--- src/harvard_core_defines.svh ---
`ifndef HARVARD_CORE_DEFINES_SVH
`define HARVARD_CORE_DEFINES_SVH

// bus register byte offsets
`define REG_CTRL        8'h00
`define REG_STATUS      8'h04
`define REG_WORK        8'h08
`define REG_CONFIG      8'h0C
`define REG_IDCODE      8'h10
`define REG_INSTR       8'h14
`define CTRL_RUN_BIT    0
`define CTRL_RST        1'b0
`define STAT_TO_BIT     16
`define CFG_OSC_LO      16
`define RESP_OKAY       2'b00
`define RESP_SLVERR     2'b10

// file addresses
`define F_INDIRECT      5'h00
`define F_EVENT_CNT     5'h01
`define F_PCL           5'h02
`define F_STATUS        5'h03
`define F_INDEX_PTR     5'h04
`define F_PORT_A        5'h05
`define F_PORT_B        5'h06
`define F_PORT_C        5'h07

// status and index pointer fields, reset values
`define ST_C_BIT        0
`define ST_Z_BIT        2
`define ST_PAGE_LO      5
`define FSR_BANK_LO     5
`define STATUS_RST      8'h18
`define FSR_RST         8'h00
`define W_RST           8'h00
`define INSTR_NOP       12'h000

// fuse word fields; erased bits read as one
`define FUSE_OSC_LO     0
`define FUSE_WDT_EN_BIT 2
`define FUSE_CP_N_BIT   3
`define OSC_FUSE_XT     2'h1
`define OSC_FUSE_HS     2'h2

// instruction patterns
`define OP_WDT_CLEAR    12'b0000_0000_0100
`define OP_STORE_W      12'b0000_001?_????
`define OP_CLEAR        12'b0000_01??_????
`define OP_SUB          12'b0000_10??_????
`define OP_OR           12'b0001_00??_????
`define OP_AND          12'b0001_01??_????
`define OP_XOR          12'b0001_10??_????
`define OP_ADD          12'b0001_11??_????
`define OP_MOVE         12'b0010_00??_????
`define OP_BIT_CLR      12'b0100_????_????
`define OP_BIT_SET      12'b0101_????_????
`define OP_SKIP_IF_CLR  12'b0110_????_????
`define OP_SKIP_IF_SET  12'b0111_????_????
`define OP_RET_LIT      12'b1000_????_????
`define OP_CALL         12'b1001_????_????
`define OP_JUMP         12'b101?_????_????
`define OP_LOAD_LIT     12'b1100_????_????
`define OP_OR_LIT       12'b1101_????_????
`define OP_AND_LIT      12'b1110_????_????
`define OP_XOR_LIT      12'b1111_????_????

`endif

--- src/harvard_core_pkg.sv ---
package harvard_core_pkg;

    typedef enum logic [1:0] {
        RESISTOR_CAP_OSC_MODE,
        CRYSTAL_OSC_MODE,
        HIGH_SPEED_OSC_MODE
    } osc_mode_t;

endpackage

--- src/harvard_core.sv ---
// Added by the designer: the register offsets and the AXI4-Lite slave port.
`timescale 1ns/10ps
`include "harvard_core_defines.svh"
module harvard_core #(
    parameter int PC_W       = 11,
    parameter int NUM_BANKS  = 4,
    parameter int WDT_CYCLES = 4096
) (
    // clock and reset
    input  wire logic                        clk_sys,
    input  wire logic                        arst_n,
    // axi4-lite slave
    input  wire logic [7:0]                  awaddr,
    input  wire logic [2:0]                  awprot,
    input  wire logic                        awvalid,
    output logic                             awready,
    input  wire logic [31:0]                 wdata,
    input  wire logic [3:0]                  wstrb,
    input  wire logic                        wvalid,
    output logic                             wready,
    output logic [1:0]                       bresp,
    output logic                             bvalid,
    input  wire logic                        bready,
    input  wire logic [7:0]                  araddr,
    input  wire logic [2:0]                  arprot,
    input  wire logic                        arvalid,
    output logic                             arready,
    output logic [31:0]                      rdata,
    output logic [1:0]                       rresp,
    output logic                             rvalid,
    input  wire logic                        rready,
    // program memory and fuses
    output logic [PC_W-1:0]                  progAddr,
    input  wire logic [11:0]                 progData,
    input  wire logic [11:0]                 fuseWord,
    input  wire logic [15:0]                 idBits,
    // i/o ports and oscillator selection
    input  wire logic [23:0]                 portPins,
    output logic [23:0]                      portLatch,
    output harvard_core_pkg::osc_mode_t      oscMode
);
    localparam int RAM_N = 8 + NUM_BANKS * 16;
    localparam int RI_W  = 7;
    localparam int WDT_W = $clog2(WDT_CYCLES);

    if (PC_W < 9 || PC_W > 11 || NUM_BANKS < 1 || NUM_BANKS > 4 ||
        WDT_CYCLES < 2) begin : gBadParam
        $error("harvard_core: unsupported parameter value");
    end

    logic [23:0]               pinMeta_r, pinSync_r;
    logic                      cfgLoaded_r;
    logic [11:0]               fuse_r, fuseNxt;
    logic [15:0]               id_r, idNxt;
    harvard_core_pkg::osc_mode_t oscMode_r, oscModeNxt;
    logic [PC_W-1:0]           pc_r, pcNxt, stk1_r, stk1Nxt, stk2_r, stk2Nxt;
    logic [11:0]               ir_r, irNxt;
    logic [7:0]                w_r, wNxt, status_r, statusNxt;
    logic [7:0]                fsr_r, fsrNxt, evt_r, evtNxt;
    logic [23:0]               port_r, portNxt;
    logic [7:0]                ram_r [RAM_N];
    logic [7:0]                ramNxt [RAM_N];
    logic [WDT_W-1:0]          wdtCnt_r, wdtNxt;
    logic                      wdtFire, active, ind, ramHit, flush;
    logic                      wrF, toW, dfs, zUpd, cUpd;
    logic [4:0]                eAddr;
    logic [1:0]                eBank, portSel, page;
    logic [RI_W-1:0]           ramIdx;
    logic [7:0]                fRd, res, lit, bitMask;
    logic [8:0]                sum;
    logic [10:0]               tgt;
    logic                      awHeld_r, awHeldNxt, wHeld_r, wHeldNxt;
    logic [7:0]                awAddr_r, awAddrNxt;
    logic [31:0]               wData_r, wDataNxt, rdataNxt;
    logic [3:0]                wStrb_r, wStrbNxt;
    logic                      bvalidNxt, rvalidNxt, run_r, runNxt;
    logic                      toFlag_r, toFlagNxt;
    logic [1:0]                brespNxt, rrespNxt;

    // pins cross in through two flops
    always_ff @(posedge clk_sys or negedge arst_n) begin
        if (!arst_n) begin
            pinMeta_r <= '0;
            pinSync_r <= '0;
        end else begin
            pinMeta_r <= portPins;
            pinSync_r <= pinMeta_r;
        end
    end

    // fuses and id bits are caught once, at the first edge after release
    always_comb begin
        fuseNxt    = cfgLoaded_r ? fuse_r : fuseWord;
        idNxt      = cfgLoaded_r ? id_r : idBits;
        case (fuseNxt[`FUSE_OSC_LO +: 2])
            `OSC_FUSE_XT: oscModeNxt = harvard_core_pkg::CRYSTAL_OSC_MODE;
            `OSC_FUSE_HS: oscModeNxt = harvard_core_pkg::HIGH_SPEED_OSC_MODE;
            default:      oscModeNxt = harvard_core_pkg::RESISTOR_CAP_OSC_MODE;
        endcase
    end

    always_ff @(posedge clk_sys or negedge arst_n) begin
        if (!arst_n) begin
            cfgLoaded_r <= 1'b0;
            fuse_r      <= 12'hFFF;
            id_r        <= 16'hFFFF;
            oscMode_r   <= harvard_core_pkg::RESISTOR_CAP_OSC_MODE;
        end else begin
            cfgLoaded_r <= 1'b1;
            fuse_r      <= fuseNxt;
            id_r        <= idNxt;
            oscMode_r   <= oscModeNxt;
        end
    end

    always_comb begin
        pcNxt = pc_r;  irNxt = ir_r;  wNxt = w_r;  statusNxt = status_r;
        stk1Nxt = stk1_r;  stk2Nxt = stk2_r;  fsrNxt = fsr_r;
        evtNxt = evt_r;  portNxt = port_r;  ramNxt = ram_r;
        wdtNxt = wdtCnt_r;  wdtFire = 1'b0;  flush = 1'b0;
        wrF = 1'b0;  toW = 1'b0;  dfs = 1'b0;  zUpd = 1'b0;  cUpd = 1'b0;
        res = 8'h00;  sum = 9'h000;  tgt = 11'h000;
        active = run_r && cfgLoaded_r;
        lit = ir_r[7:0];
        page = status_r[`ST_PAGE_LO +: 2];
        bitMask = 8'h01 << ir_r[7:5];
        ind = ir_r[4:0] == `F_INDIRECT;
        eAddr = ind ? fsr_r[4:0] : ir_r[4:0];
        eBank = ind ? fsr_r[`FSR_BANK_LO +: 2] : 2'h0;
        ramIdx = eAddr[4] ? RI_W'(8 + 16 * int'(eBank) + int'(eAddr[3:0]))
                          : {4'h0, eAddr[2:0]};
        ramHit = eAddr[4] ? (int'(eBank) < NUM_BANKS) : eAddr[3];
        portSel = eAddr[1:0] - 2'h1;
        if (ramHit) begin
            fRd = ram_r[ramIdx];
        end else begin
            case (eAddr)
                `F_EVENT_CNT: fRd = evt_r;
                `F_PCL:       fRd = pc_r[7:0];
                `F_STATUS:    fRd = status_r;
                `F_INDEX_PTR: fRd = fsr_r;
                `F_PORT_A, `F_PORT_B, `F_PORT_C:
                    fRd = pinSync_r[8 * portSel +: 8];
                default:      fRd = 8'h00;
            endcase
        end
        if (active) begin
            pcNxt = pc_r + 1'b1;
            irNxt = progData;
            evtNxt = evt_r + 8'h01;
            casez (ir_r)
                `OP_STORE_W: begin res = w_r; wrF = 1'b1; end
                `OP_CLEAR:   begin dfs = 1'b1; zUpd = 1'b1; end
                `OP_SUB: begin
                    sum = {1'b0, fRd} + {1'b0, ~w_r} + 9'h001;
                    res = sum[7:0]; dfs = 1'b1; zUpd = 1'b1; cUpd = 1'b1;
                end
                `OP_ADD: begin
                    sum = {1'b0, fRd} + {1'b0, w_r};
                    res = sum[7:0]; dfs = 1'b1; zUpd = 1'b1; cUpd = 1'b1;
                end
                `OP_OR:   begin res = fRd | w_r; dfs = 1'b1; zUpd = 1'b1; end
                `OP_AND:  begin res = fRd & w_r; dfs = 1'b1; zUpd = 1'b1; end
                `OP_XOR:  begin res = fRd ^ w_r; dfs = 1'b1; zUpd = 1'b1; end
                `OP_MOVE: begin res = fRd; dfs = 1'b1; zUpd = 1'b1; end
                `OP_BIT_CLR: begin res = fRd & ~bitMask; wrF = 1'b1; end
                `OP_BIT_SET: begin res = fRd | bitMask; wrF = 1'b1; end
                `OP_SKIP_IF_CLR: flush = (fRd & bitMask) == 8'h00;
                `OP_SKIP_IF_SET: flush = (fRd & bitMask) != 8'h00;
                `OP_RET_LIT: begin
                    pcNxt = stk1_r; stk1Nxt = stk2_r; wNxt = lit; flush = 1'b1;
                end
                `OP_CALL: begin
                    stk1Nxt = pc_r; stk2Nxt = stk1_r; tgt = {page, 1'b0, lit};
                    pcNxt = tgt[PC_W-1:0]; flush = 1'b1;
                end
                `OP_JUMP: begin
                    tgt = {page, ir_r[8:0]}; pcNxt = tgt[PC_W-1:0];
                    flush = 1'b1;
                end
                `OP_LOAD_LIT: wNxt = lit;
                `OP_OR_LIT:  begin res = w_r | lit; toW = 1'b1; zUpd = 1'b1; end
                `OP_AND_LIT: begin res = w_r & lit; toW = 1'b1; zUpd = 1'b1; end
                `OP_XOR_LIT: begin res = w_r ^ lit; toW = 1'b1; zUpd = 1'b1; end
                default: ;
            endcase
            if (dfs) begin
                wrF = ir_r[5];
                toW = !ir_r[5];
            end
            if (zUpd) statusNxt[`ST_Z_BIT] = res == 8'h00;
            if (cUpd) statusNxt[`ST_C_BIT] = sum[8];
            if (toW) wNxt = res;
            if (wrF) begin
                if (ramHit) begin
                    ramNxt[ramIdx] = res;
                end else begin
                    case (eAddr)
                        `F_EVENT_CNT: evtNxt = res;
                        `F_PCL: begin
                            tgt = {page, 1'b0, res};
                            pcNxt = tgt[PC_W-1:0];
                            flush = 1'b1;
                        end
                        `F_STATUS:    statusNxt = res;
                        `F_INDEX_PTR: fsrNxt = res;
                        `F_PORT_A, `F_PORT_B, `F_PORT_C:
                            portNxt[8 * portSel +: 8] = res;
                        default: ;
                    endcase
                end
            end
            if (flush) irNxt = `INSTR_NOP;
            if (ir_r == `OP_WDT_CLEAR || !fuse_r[`FUSE_WDT_EN_BIT]) begin
                wdtNxt = '0;
            end else if (wdtCnt_r == WDT_W'(WDT_CYCLES - 1)) begin
                wdtFire = 1'b1;
                wdtNxt = '0;
                pcNxt = '1;
                irNxt = `INSTR_NOP;
                statusNxt = `STATUS_RST;
            end else begin
                wdtNxt = wdtCnt_r + 1'b1;
            end
        end
    end

    always_ff @(posedge clk_sys or negedge arst_n) begin
        if (!arst_n) begin
            pc_r     <= '1;
            ir_r     <= `INSTR_NOP;
            stk1_r   <= '0;
            stk2_r   <= '0;
            w_r      <= `W_RST;
            status_r <= `STATUS_RST;
            fsr_r    <= `FSR_RST;
            evt_r    <= 8'h00;
            port_r   <= '0;
            ram_r    <= '{default: 8'h00};
            wdtCnt_r <= '0;
        end else begin
            pc_r     <= pcNxt;
            ir_r     <= irNxt;
            stk1_r   <= stk1Nxt;
            stk2_r   <= stk2Nxt;
            w_r      <= wNxt;
            status_r <= statusNxt;
            fsr_r    <= fsrNxt;
            evt_r    <= evtNxt;
            port_r   <= portNxt;
            ram_r    <= ramNxt;
            wdtCnt_r <= wdtNxt;
        end
    end

    assign awready = !awHeld_r && !bvalid;
    assign wready  = !wHeld_r && !bvalid;
    assign arready = !rvalid;

    always_comb begin
        awHeldNxt = awHeld_r;  wHeldNxt = wHeld_r;  awAddrNxt = awAddr_r;
        wDataNxt = wData_r;  wStrbNxt = wStrb_r;  bvalidNxt = bvalid;
        brespNxt = bresp;  rvalidNxt = rvalid;  rrespNxt = rresp;
        rdataNxt = rdata;  runNxt = run_r;  toFlagNxt = toFlag_r;
        if (awvalid && awready) begin
            awHeldNxt = 1'b1;
            awAddrNxt = awaddr;
        end
        if (wvalid && wready) begin
            wHeldNxt = 1'b1;
            wDataNxt = wdata;
            wStrbNxt = wstrb;
        end
        if (bvalid && bready) bvalidNxt = 1'b0;
        if (awHeldNxt && wHeldNxt && !bvalid) begin
            awHeldNxt = 1'b0;
            wHeldNxt = 1'b0;
            bvalidNxt = 1'b1;
            brespNxt = `RESP_OKAY;
            case (awAddrNxt)
                `REG_CTRL:
                    if (wStrbNxt[0]) runNxt = wDataNxt[`CTRL_RUN_BIT];
                `REG_STATUS:
                    if (wStrbNxt[2] && wDataNxt[`STAT_TO_BIT]) toFlagNxt = 1'b0;
                `REG_WORK, `REG_CONFIG, `REG_IDCODE, `REG_INSTR: ;
                default: brespNxt = `RESP_SLVERR;
            endcase
        end
        // a timeout in the clearing cycle stays set
        if (wdtFire) toFlagNxt = 1'b1;
        if (rvalid && rready) rvalidNxt = 1'b0;
        if (arvalid && arready) begin
            rvalidNxt = 1'b1;
            rrespNxt = `RESP_OKAY;
            rdataNxt = 32'h0000_0000;
            case (araddr)
                `REG_CTRL:   rdataNxt[`CTRL_RUN_BIT] = run_r;
                `REG_STATUS: begin
                    rdataNxt[PC_W-1:0] = pc_r;
                    rdataNxt[`STAT_TO_BIT] = toFlag_r;
                end
                `REG_WORK:   rdataNxt[7:0] = w_r;
                `REG_CONFIG: begin
                    rdataNxt[11:0] = fuse_r;
                    rdataNxt[`CFG_OSC_LO +: 2] = oscMode_r;
                end
                `REG_IDCODE: rdataNxt[15:0] = id_r;
                `REG_INSTR:
                    if (fuse_r[`FUSE_CP_N_BIT]) rdataNxt[11:0] = ir_r;
                default:     rrespNxt = `RESP_SLVERR;
            endcase
        end
    end

    always_ff @(posedge clk_sys or negedge arst_n) begin
        if (!arst_n) begin
            awHeld_r <= 1'b0;
            wHeld_r  <= 1'b0;
            awAddr_r <= 8'h00;
            wData_r  <= 32'h0000_0000;
            wStrb_r  <= 4'h0;
            bvalid   <= 1'b0;
            bresp    <= `RESP_OKAY;
            rvalid   <= 1'b0;
            rresp    <= `RESP_OKAY;
            rdata    <= 32'h0000_0000;
            run_r    <= `CTRL_RST;
            toFlag_r <= 1'b0;
        end else begin
            awHeld_r <= awHeldNxt;
            wHeld_r  <= wHeldNxt;
            awAddr_r <= awAddrNxt;
            wData_r  <= wDataNxt;
            wStrb_r  <= wStrbNxt;
            bvalid   <= bvalidNxt;
            bresp    <= brespNxt;
            rvalid   <= rvalidNxt;
            rresp    <= rrespNxt;
            rdata    <= rdataNxt;
            run_r    <= runNxt;
            toFlag_r <= toFlagNxt;
        end
    end

    assign progAddr  = pc_r;
    assign portLatch = port_r;
    assign oscMode   = oscMode_r;

endmodule

--- config.mk ---
export PLATFORM = sky130hd
export DESIGN_NAME = harvard_core
export DESIGN_NICKNAME = d
export VERILOG_FILES = /design/src/harvard_core_pkg.sv /design/src/harvard_core.sv
export VERILOG_INCLUDE_DIRS = /design/src
export SDC_FILE = /design/constraint.sdc
export NUM_CORES = 2
export LEC_CHECK = 0
export ABC_AREA = 0
export CAP_MARGIN = 20
export CELL_PAD_IN_SITES_DETAIL_PLACEMENT = 1
export CELL_PAD_IN_SITES_GLOBAL_PLACEMENT = 2
export CORE_ASPECT_RATIO = 1.5
export CORE_MARGIN = 2
export CORE_UTILIZATION = 37
export DETAILED_ROUTE_END_ITERATION = 10
export DONT_BUFFER_PORTS = 1
export HOLD_SLACK_MARGIN = 0.02
export PLACE_DENSITY = 0.85
export RECOVER_POWER = 50
export SLEW_MARGIN = 10
export SYNTH_ARGS = -nofsm -noshare
export SYNTH_HDL_FRONTEND = slang
export SYNTH_SLANG_ARGS = --single-unit
export TNS_END_PERCENT = 30
--- constraint.sdc ---
create_clock -name clk_sys -period 6.2 [get_ports clk_sys]
set_clock_uncertainty 0.15 [all_clocks]
set_input_delay 0.62 -clock clk_sys [delete_from_list [all_inputs] [get_ports clk_sys]]
set_output_delay 0.62 -clock clk_sys [all_outputs]
set_load 0.03 [all_outputs]
==> results.py <==
metrics = {
    "run_status": {
        "status": "finished, violations left",
        "violations": "capacitance limit, slew limit, setup timing",
    },
    "synthesis": {
        "ys_seq_area_share_pct": 52.5,
        "synthTopCellsByCount": "dfrtp_1, nor2_1, a21oi_1, nand2_1, clkbuf_1",
        "syn_avg_cell_area_um2": 9.55,
        "synth.distinct_cells": 95,
        "synth_top_area_share_pct": 49.7,
        "synth_area_leaders": "dfrtp_1, a21oi_1, nor2_1, mux2i_1, nand2_1",
        "yosys_warnings": 0,
        "yosys_most_used_dff": "dfrtp_1",
        "synth.most_common_cell": "dfrtp_1",
        "yosysTopAreaCell": "dfrtp_1",
        "synthArstFlopShare_pct": 100,
        "syn_inst": 4029,
        "synth_area_um2": 38500,
        "synth_edf_count": 0,
        "ys_ff_latch": 806,
    },
    "route": {
        "vias_per_cell": 5.84,
        "drt_iter0_drc": 2546,
        "routedWlPerCell_um": 27.0,
        "first_pass_iters": 6,
        "totalWireLength_um": 159000,
        "drc": 0,
        "antenna_left": 0,
        "via_count": 34400,
    },
    "cts": {
        "cts.sinks": 806,
        "cts_tree": "built",
        "clockBufferDepth": 3,
        "clk_pin_slew_ns": 0.07,
        "insertion_delay_ns": 0.70,
        "htreeDepth": 3,
        "cts-buffers-inserted": 79,
        "cts_root_buf": "clkbuf_16",
    },
    "grt": {
        "use_met2_pct": 51.0,
        "globalRouteMet3Util_pct": 4.79,
        "grt_pass1_wl_um": 232000,
        "grt_usage_pct": 29.2,
        "gr-usage-met1_pct": 30.5,
        "busiest_layer": "met2",
        "grt_overflow_total": 0,
        "antenna_found_initial": 6,
        "grt_max_degree": 807,
        "grt_pass1_vias": 36300,
    },
    "worst_setup_path": {
        "path_common_cell": "buf_12",
        "critical_path_arrival_ns": 6.66,
        "cp-startpoint": "ir_r[4]",
        "r2r_setup_slack_ns": -0.04,
        "r2r_end": "ram_r[54]",
        "cp_max_fo": 14,
        "crit_slowest_cell": "mux4_2",
        "reg2reg_depth": 26,
        "start_kind": "flip-flop",
        "critPathCaptureType": "flip-flop",
        "r2r_start": "ir_r[4]",
        "crit_type": "flip-flop to flip-flop",
        "worstPathRequired_ns": 6.62,
        "cpPeakStageDelay_ns": 0.54,
        "cp-endpoint": "ram_r[54]",
    },
    "floorplanning": {
        "start_util_pct": 37.4,
        "rows": 144,
        "die_y_um": 399,
        "die_area_um2": 107000,
        "fp.dieW_um": 267,
        "coreArea_um2": 103000,
        "ioPinCount": 207,
    },
    "place": {
        "hpwl_um": 107000,
        "pre_cts_slack_ns": -0.738,
        "placed_cells": 5600,
        "gp_congestion": 0.948,
        "dpl-instance-area_um2": 43300,
        "port_buffers": 0,
    },
    "pwr": {
        "total_power_uw": 23700,
        "p_leak_uw": 0.0216,
        "ir_drop_v": 0.000353,
        "p_per_area_nw_per_um2": 489,
    },
    "layout": {
        "finalInstanceArea_um2": 48500,
        "n_fill_cell": 11300,
        "register_area_um2": 20200,
        "nNetsFinal": 4585,
        "multi_input_area_um2": 17400,
        "area_delta_synth_final_pct": 26.0,
        "final_layout_size_suffix_gt1_share_pct": 20.9,
        "stdcell_count": 5886,
    },
    "sta": {
        "holdWs_ns": 0.0578,
        "setup_viol_count_final": 8,
        "setup_slack_ns": -0.0420,
        "period_share_pct": 101,
        "worstMarginPinSlew_ns": 2.82,
        "clock.fmax_mhz": 160,
        "period_needed_ns": 6.24,
        "slew_violations": 140,
        "relSlewSlack_pct": -87.7,
        "final_hold_viol_count": 0,
    },
    "run": {
        "drv_cap": 2,
    },
    "hold_path": {
        "min_path_type": "input pin to flip-flop",
    },
}
[placed cells by master (no fill, tap or decap), types with 19 or more instances in the layout]
cell type,Yosys,final
dfrtp_1,765,764
dlygate4sd3_1,0,75
buf_12,0,71
ha_1,23,20
buf_4,41,442
mux4_2,46,46
o21ai_0,132,128
and3_1,31,30
inv_1,44,41
clkbuf_1,202,20
nand3_1,63,62
o22ai_1,23,20
nor2b_1,41,41
nand2_1,340,340
mux2i_1,131,127
a21oi_1,691,674
nor3_1,30,26
nor2_1,757,752
o211ai_1,41,41
dfstp_2,41,30
clkbuf_16,0,85
mux2_2,60,51
a31oi_1,24,22
a32oi_1,25,25
nand4_1,19,19
a221oi_1,55,47
[critical path, delay by kind of cell, from the launching register on]
family | cells | cell delay [ns]
flip-flops | 1 | 0.40
adder cells (fa/ha/maj) | 2 | 0.60
AND/OR/NAND/NOR | 5 | 0.57
buffers and inverters | 8 | 1.46
AO/OA/AOI/OAI | 10 | 2.36
multiplexers | 1 | 0.54
[where the power goes]
group	total (uW)	internal [uW]	switching [uW]	leakage [uW]
combinational	12500	4990	7510	0.00932
sequential	6040	5540	499	0.0109
clock	5160	2940	2220	0.00134
[kinds of logic after synthesis]
kind of cell	after synthesis	synth area share, %
compound gates	1196	18.7
xor+xnor	24	0.546
fa+ha+maj	25	0.852
buf+inv	372	4.40
flops	806	52.5
mux	239	7.99
other cells	2	0.0195
simple gates	1365	14.9
[worst min-delay path by stage]
stage	startpoint	endpoint	slack, ns	cells after the start
floorplan	arst_n	awAddr_r[0]	0.17	0
global placement	pinMeta_r[1]	pinSync_r[1]	0.18	0
detailed placement	arst_n	awAddr_r[0]	0.19	0
CTS	arst_n	awAddr_r[0]	-0.54	0
global route	araddr[3]	rresp[1]	0.1	2
finish	araddr[3]	rresp[1]	0.06	2
[registers in the layout (all words and copies together) (netlist names), 11 cells and up]
register,count
rdata,18
ram_r,576
ir_r,12
wdtCnt_r,12
stk2_r,11
pinMeta_r,24
id_r,16
portLatch,24
fuse_r,12
progAddr,11
stk1_r,11
pinSync_r,24
[stage by stage]
stage          TNS (ns)  utilization (%)
4_1_cts               0             46.2
6_report         -0.307             47.1
3_3_place_gp    -107.19             42.1
5_1_grt           -5.89             47.1
2_1_floorplan         0                -
3_5_place_dp    -123.83             42.1
[repair_timing]
| item | in CTS | in global routing |
|---|---|---|
| endpoints found under the setup margin | 477 | 236 |
| hold buffers | 74 | 2 |
| pin swaps | 17 | 45 |
| setup buffers | 24 | 25 |
| cloned | 6 | 4 |
| resized for setup | 80 | 100 |
| endpoints found under the hold margin | 882 | 273 |
[metal layers]
layer  vias up  part of all wire (%)
met2      1197                    50
li1      15000                     -
met1     17600                    35
met3       560                   4.9
met4         6                   9.9
met5         -                 0.028
[cell type report]
type	instances	share of cell area, %
clock inverter	31	0.787
multi-input combinational	2866	36.0
tap	1387	3.58
sequential	806	41.7
clock buffer	113	4.84
timing repair buffer	632	12.7
antenna	5	0.0258
inverter	46	0.356
Power figures use the tool's default switching activity.
